<file path="src/ctic_pkg.sv">
// shared constants, modes and carriers for the counter/timer and interrupt control block
// assumes a classic wishbone master and a sequencer on the same clock
package ctic_pkg;
    localparam int ADR_W = 4;
    localparam logic [ADR_W-1:0] ADR_CMD = 4'h0;
    localparam logic [ADR_W-1:0] ADR_STAT = 4'h4;
    localparam logic [ADR_W-1:0] ADR_XPT = 4'h8;
    localparam logic [ADR_W-1:0] ADR_GEC = 4'hC;

    localparam logic [4:0] OP_NOP = 5'h00;
    localparam logic [4:0] OP_LDC = 5'h01;
    localparam logic [4:0] OP_STOP_COUNTER_OP = 5'h02;
    localparam logic [4:0] OP_MODE_EV1 = 5'h03;
    localparam logic [4:0] OP_MODE_EV2 = 5'h04;
    localparam logic [4:0] OP_MODE_TMR = 5'h05;
    localparam logic [4:0] OP_MODE_PD1 = 5'h06;
    localparam logic [4:0] OP_MODE_PD2 = 5'h07;
    localparam logic [4:0] OP_DTC = 5'h08;
    localparam logic [4:0] OP_ETQ = 5'h09;
    localparam logic [4:0] OP_SEQ = 5'h0A;
    localparam logic [4:0] OP_REQ = 5'h0B;
    localparam logic [4:0] OP_CIE = 5'h0C;
    localparam logic [4:0] OP_CID = 5'h0D;
    localparam logic [4:0] OP_XIE = 5'h0E;
    localparam logic [4:0] OP_XID = 5'h0F;
    localparam logic [4:0] OP_RET = 5'h10;
    localparam logic [4:0] OP_DIS = 5'h11;
    localparam logic [4:0] OP_BCI = 5'h12;
    localparam logic [4:0] OP_BXI = 5'h13;
    localparam logic [4:0] OP_GEC = 5'h14;

    localparam logic [7:0] CNT_RELOAD_AT = 8'h01;
    localparam logic [7:0] CNT_ZERO = 8'h00;
    localparam logic [7:0] CNT_MAX = 8'hFF;
    localparam logic [7:0] IR_RESET = 8'h00;
    localparam logic [3:0] X_IRQ = 4'h2;
    localparam logic [3:0] P_IRQ = 4'h1;
    localparam logic [3:0] XP_CLEAR = 4'h0;
    localparam logic [7:0] T_RESET = 8'h00;
    localparam logic [31:0] RD_ZERO = 32'h0000_0000;
    localparam int INIT_PULSES = 9;
    localparam int PRESC_DIV_DEF = 32;
    localparam int SYNC_PINS = 3;

    typedef enum logic [5:0]
    {
        MODE_STOP = 6'b00_0001,
        MODE_EV1 = 6'b00_0010,
        MODE_EV2 = 6'b00_0100,
        MODE_TMR = 6'b00_1000,
        MODE_PD1 = 6'b01_0000,
        MODE_PD2 = 6'b10_0000
    } ctic_mode_t;

    typedef enum logic [1:0]
    {
        SEQ_INIT = 2'b01,
        SEQ_RUN = 2'b10
    } ctic_seq_t;

    typedef struct packed
    {
        logic branch_taken;
        logic master_irq_enable;
        logic external_irq_enable;
        logic counter_irq_enable;
        logic q;
        logic toggle_output_enable_op;
        logic ext_pend;
        logic counter_irq_latch;
        logic [1:0] zero;
        logic [5:0] mode;
        logic [7:0] hold;
        logic [7:0] cnt;
    } ctic_status_t;

    typedef struct packed
    {
        logic valid;
        logic [4:0] op;
        logic [7:0] operand;
    } ctic_cmd_t;
endpackage

</file>
<file path="src/ctic_top.sv">
// counter/timer with reload, prescaler and interrupt enable/arbitration, plus init cycle
// assumes I_TPA and I_INSTR_DONE come from sequencer logic on I_CLK; flag and irq pins are async
//
// Operation
// - external request is used unlatched; counter requests sit in the latch until cleared.
// - stepping on from 01 reloads holding value, sets latch, counting continues.
// - counter preset to zero runs 256 counts before reload.
// - each request serviced only with its own enable and master enable set.
// - all three enables on after reset and init cycle; ops set or clear each individually.
// - branch ops test pending requests regardless of all enables.
// - latch clears on taken counter branch, reset, or load while stopped.
// - unclear latch after service immediately requests interrupt again.
// - load while stopped fills counter and holding register, clears latch.
// - load while running fills holding only; used at next reload.
// - event modes count falling edges of flag input one or two.
// - timer mode: divide-by-PRESC_DIV (32 by default) prescaler on first timing pulse rising edges.
// - prescaler held reset outside timer mode, at reset and after stop.
// - pulse modes count first timing pulse rises while gate flag is low.
// - gate rising ends pulse mode with interrupt; underflow interrupts, keeps counting.
// - mode change keeps count; flags stay testable while used by counter.
// - stop op clears mode and halts; software stops before read or soft decrement.
// - toggle enabled flips output flag on each step from 01.
// - toggle disabled by stopped load, reset, taken counter branch; set/reset output always act.
// - reset clears instruction register, sets two enables, stops counter, output flag low.
// - nine-pulse init cycle sets master enable, saves X,P to T, clears X,P,R0.
// - no interrupt service during init; O_IRQ held low until init ends.
// - accepted interrupt saves X,P in T, sets X=2, P=1, clears master enable.
module ctic_top
    import ctic_pkg::*;
#(
    parameter int PRESC_DIV = PRESC_DIV_DEF
)
(
    input wire logic I_CLK,
    input wire logic I_SRST,
    input wire logic I_WB_CYC,
    input wire logic I_WB_STB,
    input wire logic I_WB_WE,
    input wire logic [ctic_pkg::ADR_W-1:0] I_WB_ADR,
    input wire logic [3:0] I_WB_SEL,
    input wire logic [31:0] I_WB_DAT,
    output logic [31:0] O_WB_DAT,
    output logic O_WB_ACK,
    input wire logic I_FLAG_INPUT_ONE_N,
    input wire logic I_FLAG_INPUT_TWO_N,
    input wire logic I_EXT_IRQ_N,
    input wire logic I_TPA,
    input wire logic I_INSTR_DONE,
    output logic O_Q,
    output logic O_IRQ,
    output logic O_IRQ_TAKEN,
    output logic O_INIT_ACTIVE,
    output logic O_R0_CLEAR,
    output logic O_FLAG_ONE,
    output logic O_FLAG_TWO
);
    localparam int PW = (PRESC_DIV > 1) ? $clog2(PRESC_DIV) : 1;
    localparam logic [PW-1:0] PRESC_TOP = PW'(PRESC_DIV - 1);
    localparam logic [PW-1:0] PRESC_ZERO = '0;
    localparam logic [3:0] INIT_LAST = 4'(INIT_PULSES - 1);

    if (PRESC_DIV < 2 || PRESC_DIV > 256)
        $error("PRESC_DIV out of range");

    // two-flop synchronisers for the async pins
    logic [SYNC_PINS-1:0] pin_raw;
    logic [SYNC_PINS-1:0] sync1_r;
    logic [SYNC_PINS-1:0] sync2_r;
    assign pin_raw = {I_EXT_IRQ_N, I_FLAG_INPUT_TWO_N, I_FLAG_INPUT_ONE_N};
    for (genvar g = 0; g < SYNC_PINS; g++)
    begin : g_sync
        always_ff @(posedge I_CLK)
        begin
            if (I_SRST)
            begin
                sync1_r[g] <= 1'b1;
                sync2_r[g] <= 1'b1;
            end
            else
            begin
                sync1_r[g] <= pin_raw[g];
                sync2_r[g] <= sync1_r[g];
            end
        end
    end

    logic f1_d_r, f2_d_r, tpa_d_r;
    always_ff @(posedge I_CLK)
    begin
        if (I_SRST)
        begin
            f1_d_r <= 1'b1;
            f2_d_r <= 1'b1;
            tpa_d_r <= 1'b0;
        end
        else
        begin
            f1_d_r <= sync2_r[0];
            f2_d_r <= sync2_r[1];
            tpa_d_r <= I_TPA;
        end
    end
    logic f1_fall, f2_fall, f1_rise, f2_rise, tpa_rise, ext_pend;
    assign f1_fall = f1_d_r & ~sync2_r[0];
    assign f2_fall = f2_d_r & ~sync2_r[1];
    assign f1_rise = ~f1_d_r & sync2_r[0];
    assign f2_rise = ~f2_d_r & sync2_r[1];
    assign tpa_rise = I_TPA & ~tpa_d_r;
    assign ext_pend = ~sync2_r[2];

    // wishbone slave: ack one cycle after the strobe, zero data on unmapped reads
    logic req;
    ctic_cmd_t cmd;
    assign req = I_WB_CYC & I_WB_STB & ~O_WB_ACK;
    always_comb
    begin
        cmd.valid = req & I_WB_WE & I_WB_SEL[0] & (I_WB_ADR == ADR_CMD);
        cmd.op = I_WB_DAT[4:0];
        cmd.operand = I_WB_DAT[15:8];
    end
    logic wr_xp;
    assign wr_xp = req & I_WB_WE & I_WB_SEL[0] & (I_WB_ADR == ADR_XPT);

    function automatic logic is_op(input ctic_cmd_t c, input logic [4:0] code);
        is_op = c.valid && (c.op == code);
    endfunction

    ctic_mode_t mode_r;
    logic [7:0] cnt_r, hold_r, ir_r, gec_r, t_r;
    logic [3:0] x_r, p_r, init_cnt_r;
    logic [PW-1:0] presc_r;
    logic cil_r, cie_r, xie_r, mie_r, etq_r, branch_r;
    ctic_seq_t seq_r;
    logic running, presc_tick, count_evt, at_reload, pd_end, cil_set, cil_clr, init_done, accept;
    logic irq_req;

    assign running = (mode_r != MODE_STOP);

    // prescaler: free only in timer mode
    always_ff @(posedge I_CLK)
    begin
        if (I_SRST || mode_r != MODE_TMR || is_op(cmd, OP_STOP_COUNTER_OP))
            presc_r <= PRESC_TOP;
        else if (tpa_rise)
            presc_r <= (presc_r == PRESC_ZERO) ? PRESC_TOP : presc_r - PW'(1);
    end
    assign presc_tick = (mode_r == MODE_TMR) && tpa_rise && (presc_r == PRESC_ZERO);

    // one counting source per mode; soft decrement acts in any mode but is meant for stopped
    always_comb
    begin
        case (mode_r)
            MODE_EV1: count_evt = f1_fall;
            MODE_EV2: count_evt = f2_fall;
            MODE_TMR: count_evt = presc_tick;
            MODE_PD1: count_evt = tpa_rise & ~sync2_r[0];
            MODE_PD2: count_evt = tpa_rise & ~sync2_r[1];
            default: count_evt = 1'b0;
        endcase
        if (is_op(cmd, OP_DTC))
            count_evt = 1'b1;
    end
    assign at_reload = count_evt && (cnt_r == CNT_RELOAD_AT);
    assign pd_end = ((mode_r == MODE_PD1) && f1_rise) || ((mode_r == MODE_PD2) && f2_rise);

    // counter and holding register
    always_ff @(posedge I_CLK)
    begin
        if (I_SRST)
        begin
            cnt_r <= CNT_ZERO;
            hold_r <= CNT_ZERO;
        end
        else if (is_op(cmd, OP_LDC))
        begin
            hold_r <= cmd.operand;
            if (!running)
                cnt_r <= cmd.operand;
            else if (at_reload)
                cnt_r <= hold_r;
            else if (count_evt)
                cnt_r <= cnt_r - 8'h01;
        end
        else if (at_reload)
            cnt_r <= hold_r;
        else if (count_evt)
            cnt_r <= cnt_r - 8'h01; // zero wraps to FF for 256 counts
    end

    // mode: changes never touch the count
    always_ff @(posedge I_CLK)
    begin
        if (I_SRST)
            mode_r <= MODE_STOP;
        else if (cmd.valid)
        begin
            case (cmd.op)
                OP_STOP_COUNTER_OP: mode_r <= MODE_STOP;
                OP_MODE_EV1: mode_r <= MODE_EV1;
                OP_MODE_EV2: mode_r <= MODE_EV2;
                OP_MODE_TMR: mode_r <= MODE_TMR;
                OP_MODE_PD1: mode_r <= MODE_PD1;
                OP_MODE_PD2: mode_r <= MODE_PD2;
                default: mode_r <= pd_end ? MODE_STOP : mode_r;
            endcase
        end
        else if (pd_end)
            mode_r <= MODE_STOP;
    end

    // counter interrupt latch: a set in the clearing cycle wins
    assign cil_set = at_reload || pd_end;
    assign cil_clr = (is_op(cmd, OP_BCI) && cil_r) || (is_op(cmd, OP_LDC) && !running);
    always_ff @(posedge I_CLK)
    begin
        if (I_SRST)
            cil_r <= 1'b0;
        else
            cil_r <= (cil_r & ~cil_clr) | cil_set;
    end

    // toggle enable and output flag
    always_ff @(posedge I_CLK)
    begin
        if (I_SRST)
            etq_r <= 1'b0;
        else if (is_op(cmd, OP_ETQ))
            etq_r <= 1'b1;
        else if (cil_clr)
            etq_r <= 1'b0;
    end
    always_ff @(posedge I_CLK)
    begin
        if (I_SRST)
            O_Q <= 1'b0;
        else if (is_op(cmd, OP_SEQ))
            O_Q <= 1'b1;
        else if (is_op(cmd, OP_REQ))
            O_Q <= 1'b0;
        else if (etq_r && at_reload)
            O_Q <= ~O_Q;
    end

    // enables
    always_ff @(posedge I_CLK)
    begin
        if (I_SRST)
        begin
            cie_r <= 1'b1;
            xie_r <= 1'b1;
        end
        else if (cmd.valid)
        begin
            case (cmd.op)
                OP_CIE: cie_r <= 1'b1;
                OP_CID: cie_r <= 1'b0;
                OP_XIE: xie_r <= 1'b1;
                OP_XID: xie_r <= 1'b0;
                default: cie_r <= cie_r;
            endcase
        end
    end

    // init sequencer: nine cycles after reset release
    always_ff @(posedge I_CLK)
    begin
        if (I_SRST)
        begin
            seq_r <= SEQ_INIT;
            init_cnt_r <= 4'h0;
        end
        else
        begin
            case (seq_r)
                SEQ_INIT:
                begin
                    init_cnt_r <= init_cnt_r + 4'h1;
                    if (init_cnt_r == INIT_LAST)
                        seq_r <= SEQ_RUN;
                end
                SEQ_RUN: seq_r <= SEQ_RUN;
                default: seq_r <= SEQ_INIT;
            endcase
        end
    end
    assign init_done = (seq_r == SEQ_INIT) && (init_cnt_r == INIT_LAST);

    assign irq_req = mie_r && ((cil_r && cie_r) || (ext_pend && xie_r));
    assign accept = I_INSTR_DONE && O_IRQ && (seq_r == SEQ_RUN);

    // designators, T and master enable
    always_ff @(posedge I_CLK)
    begin
        if (I_SRST)
        begin
            mie_r <= 1'b0;
            t_r <= T_RESET;
            x_r <= XP_CLEAR;
            p_r <= XP_CLEAR;
        end
        else if (init_done)
        begin
            mie_r <= 1'b1;
            t_r <= {x_r, p_r};
            x_r <= XP_CLEAR;
            p_r <= XP_CLEAR;
        end
        else if (accept)
        begin
            mie_r <= 1'b0;
            t_r <= {x_r, p_r};
            x_r <= X_IRQ;
            p_r <= P_IRQ;
        end
        else if (is_op(cmd, OP_RET) || is_op(cmd, OP_DIS))
        begin
            mie_r <= is_op(cmd, OP_RET);
            x_r <= cmd.operand[7:4];
            p_r <= cmd.operand[3:0];
        end
        else if (wr_xp)
        begin
            x_r <= I_WB_DAT[7:4];
            p_r <= I_WB_DAT[3:0];
        end
    end

    // instruction register, branch result and counter snapshot
    always_ff @(posedge I_CLK)
    begin
        if (I_SRST)
        begin
            ir_r <= IR_RESET;
            branch_r <= 1'b0;
            gec_r <= CNT_ZERO;
        end
        else if (cmd.valid)
        begin
            ir_r <= {3'b000, cmd.op};
            if (cmd.op == OP_BCI)
                branch_r <= cil_r;
            else if (cmd.op == OP_BXI)
                branch_r <= ext_pend;
            if (cmd.op == OP_GEC)
                gec_r <= cnt_r;
        end
    end

    // registered outputs
    always_ff @(posedge I_CLK)
    begin
        if (I_SRST)
        begin
            O_IRQ <= 1'b0;
            O_IRQ_TAKEN <= 1'b0;
            O_INIT_ACTIVE <= 1'b1;
            O_R0_CLEAR <= 1'b0;
            O_FLAG_ONE <= 1'b1;
            O_FLAG_TWO <= 1'b1;
        end
        else
        begin
            O_IRQ <= irq_req & (seq_r == SEQ_RUN) & ~accept;
            O_IRQ_TAKEN <= accept;
            O_INIT_ACTIVE <= (seq_r == SEQ_INIT) && !init_done;
            O_R0_CLEAR <= init_done;
            O_FLAG_ONE <= sync2_r[0];
            O_FLAG_TWO <= sync2_r[1];
        end
    end

    ctic_status_t stat;
    always_comb
    begin
        stat.branch_taken = branch_r;
        stat.master_irq_enable = mie_r;
        stat.external_irq_enable = xie_r;
        stat.counter_irq_enable = cie_r;
        stat.q = O_Q;
        stat.toggle_output_enable_op = etq_r;
        stat.ext_pend = ext_pend;
        stat.counter_irq_latch = cil_r;
        stat.zero = 2'b00;
        stat.mode = mode_r;
        stat.hold = hold_r;
        stat.cnt = cnt_r;
    end

    always_ff @(posedge I_CLK)
    begin
        if (I_SRST)
        begin
            O_WB_ACK <= 1'b0;
            O_WB_DAT <= RD_ZERO;
        end
        else
        begin
            O_WB_ACK <= req;
            if (req && !I_WB_WE)
            begin
                case (I_WB_ADR)
                    ADR_CMD: O_WB_DAT <= {24'h00_0000, ir_r};
                    ADR_STAT: O_WB_DAT <= stat;
                    ADR_XPT: O_WB_DAT <= {13'h0000, O_INIT_ACTIVE, sync2_r[1], sync2_r[0], t_r, x_r, p_r};
                    ADR_GEC: O_WB_DAT <= {24'h00_0000, gec_r};
                    default: O_WB_DAT <= RD_ZERO;
                endcase
            end
        end
    end
endmodule

</file>
<file path="config.mk">
export PLATFORM = sky130hd
export DESIGN_NAME = ctic_top
export DESIGN_NICKNAME = d
export VERILOG_FILES = /design/src/ctic_pkg.sv /design/src/ctic_top.sv
export SDC_FILE = /design/constraint.sdc
export NUM_CORES = 1
export LEC_CHECK = 0
export BUFFER_PORTS_ARGS = -buffer_cell sky130_fd_sc_hd__buf_2
export CORE_MARGIN = 3
export CORE_UTILIZATION = 60
export DETAILED_ROUTE_END_ITERATION = 10
export PLACE_DENSITY_LB_ADDON = 0.1
export SYNTH_ARGS = -nofsm -noshare
export SYNTH_HDL_FRONTEND = slang
export SYNTH_SLANG_ARGS = --single-unit
export TNS_END_PERCENT = 1
</file>
<file path="constraint.sdc">
create_clock -name I_CLK -period 6.8 [get_ports I_CLK]
set_input_delay 0.68 -clock I_CLK [delete_from_list [all_inputs] [get_ports I_CLK]]
set_output_delay 0.68 -clock I_CLK [all_outputs]
set_load 0.02 [all_outputs]
</file>
==> impl_metrics.toml, run 1 <==
[run_status]
status = "finished clean"

[logic_synthesis]
async_flop_share_pct = 0
ys.flop_type = "dfxtp_1"
ys_ff_latch = 113
ys_types = 60
seq_area_frac_synth_pct = 45.1
synth_edf_count = 0
ys_top_cells_by_count = "113 x dfxtp_1, 102 x nor2_1, 59 x nand2_1, 51 x a21oi_1, 37 x a22oi_1"
synth_area_leader_cell = "dfxtp_1"
synth.avg_cell_area_um2 = 8.47
syn_inst = 592
synth.most_common_cell = "dfxtp_1"
synth_top_area_share_pct = 45.1
synthesis.area_um2 = 5010
ys_warn_count = 0
yosys-top-cells-area = "dfxtp_1 45%, nor2_1 7.6%, a22oi_1 5.5%, a21oi_1 5.1%, mux2i_1 4.6%"

[clock_tree]
cts_root_buffer = "clkbuf_8"
ctsResizeCount = 0
clock_latency_ns = 0.50
cts_max_level = 4
postCtsHoldBufs = 0
numCtsBuffers = 17
cts_setup_buffers = 0
cts_tree = "done"
cts_max_path_buffers = 2
path_clk_slew_ns = 0.06
cts_sinks = 113

[global_routing]
grt_max_degree = 92
grt_pass1_wl_um = 22600
antenna_found_initial = 0
grt_pass1_vias = 4530
grt_usage_pct = 29.4
overflow = 0

[worst_setup_path]
cp_data_arrival_time_ns = 3.22
critPathTopFamily = "simple AND/OR/NAND/NOR gates"
crit_chain = "buf_2 > nor4_4 > and3_1 > nand2_1 > or4_1 > nor4b_1 > a2111oi_2"
crit_fanout = 12
path_class = "in2reg"
slowest_stage = "or4_1"
end_kind = "flop"
critPathMaxStageDelay_ns = 0.73
start_kind = "input pin"
cp.buffers_inverters = 1
worstPathRequired_ns = 7.20

[layout]
final_net_count = 706
antenna-diode-count = 0
syn_to_final_growth_pct = 19.4
multiInputGateArea_um2 = 2570
regArea_um2 = 2260
fillCellCount = 606
drive_gt1_share_pct = 18.8

[floorplanning]
core-area_um2 = 7930
num_rows = 32
initial_core_util_pct = 63.2
die_area_um2 = 9490
io_pins = 90
die_h_um = 97.4
die_w_um = 97.4

[power_and_ir_drop]
ir_drop_v = 0.000181
p_leak_nw = 2.33
p_per_area_nw_per_um2 = 282

[sta]
fmax_mhz = 355
finalCriticalPeriod_ns = 2.82
fin_skew_ns = 0.00859
setup_tns_ns = 0
drv_slew = 0
fin_crit_sh_pct = 41.5
maxSlewHeadroom_pct = 20.1
worstMarginPinSlew_ns = 1.19
rsz0062_at_grt = "no"
finalHoldViolations = 0
fin_ws_ns = 3.98
setup_viol = 0

[drt]
remaining_drc_errors = 0
via_per_inst = 6.17
totalWireLength_um = 13700
vias = 4704
dr.pass1.iters = 5
first_iter_violations = 334
antenna_left = 0
wire_per_inst_um = 17.9

[placed_design]
pre_cts_slack_ns = 3.51
hpwl_um = 9380
gp_congestion = 0.881
io_buffers = 68

[worst_hold_path]
hold_path.class = "in2reg"

[run]
max-cap-violations = 0
==> cell families after synthesis <==
logic type	count (synthesis)	synth area share [%]
xor gates and xnor gates	6	1.05
other	1	0.0748
buffers and inverters	49	3.99
adders and majority gates	8	2.00
DFF	113	45.1
AOI/OAI and AO/OA	141	18.5
and+or+nand+nor	251	24.7
muxes	23	4.59
==> final cells by class <==
cell class	count	area share, %
Multi-Input combinational cell	431	42.9
Sequential cell	113	37.8
Clock buffer	21	7.50
Timing Repair Buffer	74	6.44
Clock inverter	11	2.57
Tap cell	102	2.13
Inverter	11	0.690
==> cell usage in the layout, fill, tap and decap left out, types with 4 or more instances in the layout <==
master,instances
ha_1,8
dfxtp_1,113
nand3_1,10
nor4_1,6
mux2i_1,23
nand2b_1,5
nor2b_1,7
a22oi_1,37
or2_2,9
a21oi_1,51
nand4_1,5
o21ai_0,17
clkbuf_16,16
buf_4,6
a211oi_1,5
buf_2,68
or4_1,6
nor4b_1,7
nor2_1,102
and3_1,4
nand2_1,59
nor3_1,4
inv_1,11
or3_1,8
==> state kept, by name, indices dropped and copies added, names as in the netlist, 2 cells and up <==
| name | cells |
|---|---|
| O_WB_DAT | 30 |
| cnt_r | 8 |
| gec_r | 8 |
| hold_r | 8 |
| t_r | 8 |
| mode_r | 6 |
| ir_r | 5 |
| presc_r | 5 |
| init_cnt_r | 4 |
| p_r | 4 |
| x_r | 4 |
| sync1_r | 3 |
| sync2_r | 3 |
| seq_r | 2 |
==> worst paths after layout <==
path,slack (ns),endpoint,cells past startpoint,start
setup / recovery,3.98,cnt_r[0],7,I_WB_ADR[3]
hold / removal,0.35,sync1_r[1],2,I_FLAG_INPUT_TWO_N
setup reg to reg,4.24,cnt_r[0],6,O_WB_ACK
hold reg to reg,0.41,sync2_r[2],1,sync1_r[2]
==> report_power, final <==
group | internal, W | switching, W | total [W]
Sequential | 0.000679 | 0.0000134 | 0.000692
Clock | 0.000580 | 0.000309 | 0.000889
Combinational | 0.0000385 | 0.0000689 | 0.000107
Total | 0.00130 | 0.000391 | 0.00169
==> metrics by stage <==
| stage | instance area [um^2] | utilization [%] | hold slack [ns] | cells | total power, W |
|---|---|---|---|---|---|
| after global routing | 5990 | 75.5 | 0.336 | 763 | 0.00174 |
| after detailed placement | 5380 | 67.9 | 0.402 | 731 | 0.000814 |
| final | 5990 | 75.5 | 0.354 | 763 | 0.00169 |
| after CTS | 5990 | 75.5 | 0.338 | 763 | 0.00170 |
| after global placement | 5380 | 67.9 | 0.391 | 731 | 0.000805 |
| after floorplan | 5020 | - | 0.389 | 593 | 0.000775 |
==> layer usage <==
metal	wire length (um)	track usage, %	share of wire (%)	vias to the layer above
li1	-	-	-	2236
met1	5460	35.8	40	2239
met2	6910	50.6	50	200
met3	1010	7.47	7.4	29
met4	308	9.69	2.2	0
met5	0	0	0	-
Power figures use the tool's default switching activity.
==> run 2, diff against run 1 <==
Settings changed: CORE_UTILIZATION 60 to 50.
Clock period 6.8 ns to 2.38 ns, I/O delays scaled along.
==> run 2 against run 1 <==
Sequential share of layout area shrank 2.0 points; sequential cell count unchanged; cell count grew 8.1%; clock-buffer cell count shrank 3; clock skew rose by 0.0010 ns; routed wire length up 4.5%; critical path depth down 1; sequential power grew to 2.8 times the previous value; via count increased by 1.6%; register-to-register slack got worse by 4.2 ns; combinational power grew to 3.0 times the previous value; clock power rose to 2.8 times the previous value.
==> impl_metrics.toml, run 2 (synthesized netlist as in run 1, its figures left out) <==
[run_status]
status = "finished clean"

[power_and_ir_drop]
p_per_area_nw_per_um2 = 752
seqPwrFrac_pct = 41.5
clkPwrFrac_pct = 51.8
p_switching_w = 0.00117
ir_drop_v = 0.000422
intPower_w = 0.00359
p_leak_nw = 2.48
p_total_w = 0.00476
p_comb_share_pct = 6.7
switching_share_pct = 24.6

[clock_tree]
cts_max_path_buffers = 2
clock_latency_ns = 0.52
cts_sinks = 113
numCtsBuffers = 17
cts_max_level = 4
path_clk_slew_ns = 0.06
cts_tree = "done"
cts_root_buffer = "clkbuf_8"

[sta]
hold_slack_ns = 0.0100
drv_slew = 0
finalCriticalPeriod_ns = 2.32
maxSlewHeadroom_pct = 46.5
rsz0062_at_grt = "no"
fin_skew_ns = 0.00963
fmax_mhz = 432
fin_crit_sh_pct = 97.3
worstMarginPinSlew_ns = 0.801
setup_viol = 0
setup_tns_ns = 0
finalHoldViolations = 0

[floorplanning]
die_area_um2 = 11300
core-area_um2 = 9500
num_rows = 35
die_w_um = 106
initial_core_util_pct = 52.8
die_h_um = 106
io_pins = 90

[layout]
multiInputGateArea_um2 = 2600
top_register = "O_WB_DAT"
fillCellCount = 828
largest_reg_flops = 30
most-common-layout-cells = "113 x dfxtp_1, 102 x nor2_1, 68 x buf_2"
final_common_cell = "dfxtp_1"
drive_gt1_share_pct = 22.6
syn_to_final_growth_pct = 26.2
regArea_um2 = 2260
fin_util_pct = 66.6
final_net_count = 740

[drt]
first_iter_violations = 365
wire_per_inst_um = 17.3
dr.pass1.iters = 5
remaining_drc_errors = 0
vias = 4778
totalWireLength_um = 14300
antenna_left = 0
via_per_inst = 5.79

[worst_setup_path]
path_class = "reg2reg"
cp_data_arrival_time_ns = 2.77
path_depth = 6
cp.buffers_inverters = 0
slowest_stage = "or4_4"
crit_fanout = 11
r2r-end = "cnt_r[6]"
rr_worst_depth = 6
crit_chain = "or4_4 > or4_4 > and4_4 > and2_4 > o41a_1 > a21oi_2"
worstPathRequired_ns = 2.83
critPathTopFamily = "simple AND/OR/NAND/NOR gates"
ff2ff_setup_slack_ns = 0.06
start_kind = "flop"
cp_common_cell = "or4_4"
critPathMaxStageDelay_ns = 0.56
end_kind = "flop"
r2r_start = "mode_r[3]"

[worst_hold_path]
hold_path.class = "in2reg"
hold_path_end = "hold_r[0]"
hold_depth = 3
min_from = "I_WB_DAT[8]"

[placed_design]
io_buffers = 68
gp_congestion = 0.899
hpwl_um = 10200

[global_routing]
grt_pass1_wl_um = 23900
overflow = 0
grt_pass1_vias = 4665
antenna_found_initial = 1
grt_max_degree = 91
grt_usage_pct = 26.7

[run]
max-cap-violations = 0
-- run 2: changes by cell type in the layout (fill, tap and decap cells not counted), sizes merged, moves of 2 or more --
cell,before,now
buf,74,100
clkbuf,21,18
clkinv,4,2
clkinvlp,2,7
dlygate4sd3,0,8
-- run 2: worst max path at each step --
stage / startpoint / endpoint / slack [ns]
3_5_place_dp: mode_r[1] / cnt_r[6] / 0.09
2_1_floorplan: mode_r[1] / cnt_r[6] / 0.08
4_1_cts: mode_r[1] / cnt_r[6] / 0.05
6_report: mode_r[3] / cnt_r[6] / 0.06
5_1_grt: mode_r[3] / cnt_r[4] / 0.009
3_3_place_gp: mode_r[1] / cnt_r[6] / 0.14
-- run 2: tightest hold or removal path, delay by kind of cell --
family	cells	cell delay, ns
AOI/OAI and AO/OA	1	0.06
and+or+nand+nor	1	0.06
buffers and inverters	1	0.13
-- run 2: power groups by stage --
| stage | sequential [W] | clock, W | combinational, W |
|---|---|---|---|
| 2_1_floorplan | 0.00202 | 0 | 0.000198 |
| 3_3_place_gp | 0.00201 | 0 | 0.000297 |
| 5_1_grt | 0.00198 | 0.00258 | 0.000365 |
| 3_5_place_dp | 0.00201 | 0 | 0.000312 |
| 6_report | 0.00197 | 0.00246 | 0.000320 |
| 4_1_cts | 0.00197 | 0.00249 | 0.000323 |
-- run 2: area by class of cell --
cell class / count / area share [%]
diodes: 1 / 0.0396
clock buffers: 18 / 6.77
clock inverters: 14 / 2.47
repair buffers: 108 / 10.6
well taps: 129 / 2.55
inverters: 11 / 0.653
flip-flops and latches: 113 / 35.8
multi-input cells: 431 / 41.1
-- run 2: timing repair --
action                     in CTS  in global routing
setup endpoints to repair       0                  3
hold buffers                    8                  0
gates resized for setup         0                  6
setup buffers                   0                  3
hold endpoints to repair        8                  0
-- run 2: layer usage --
layer | wire length [um] | vias up | part of all wire, % | track usage [%]
li1 | - | 2307 | - | -
met1 | 6230 | 2293 | 44 | 33.7
met2 | 6980 | 147 | 49 | 44.4
met3 | 663 | 31 | 4.6 | 4.80
met4 | 429 | 0 | 3.0 | 12.1
met5 | 0 | - | 0 | 0
-- run 2: per-stage QoR --
| stage | setup slack, ns | cell area, um^2 | cells |
|---|---|---|---|
| 6_report | 0.0640 | 6320 | 825 |
| 5_1_grt | 0.00911 | 6320 | 825 |
| 4_1_cts | 0.0501 | 6270 | 821 |
| 3_5_place_dp | 0.0860 | 5600 | 781 |
| 3_3_place_gp | 0.141 | 5600 | 781 |
| 2_1_floorplan | 0.0809 | 5020 | 593 |
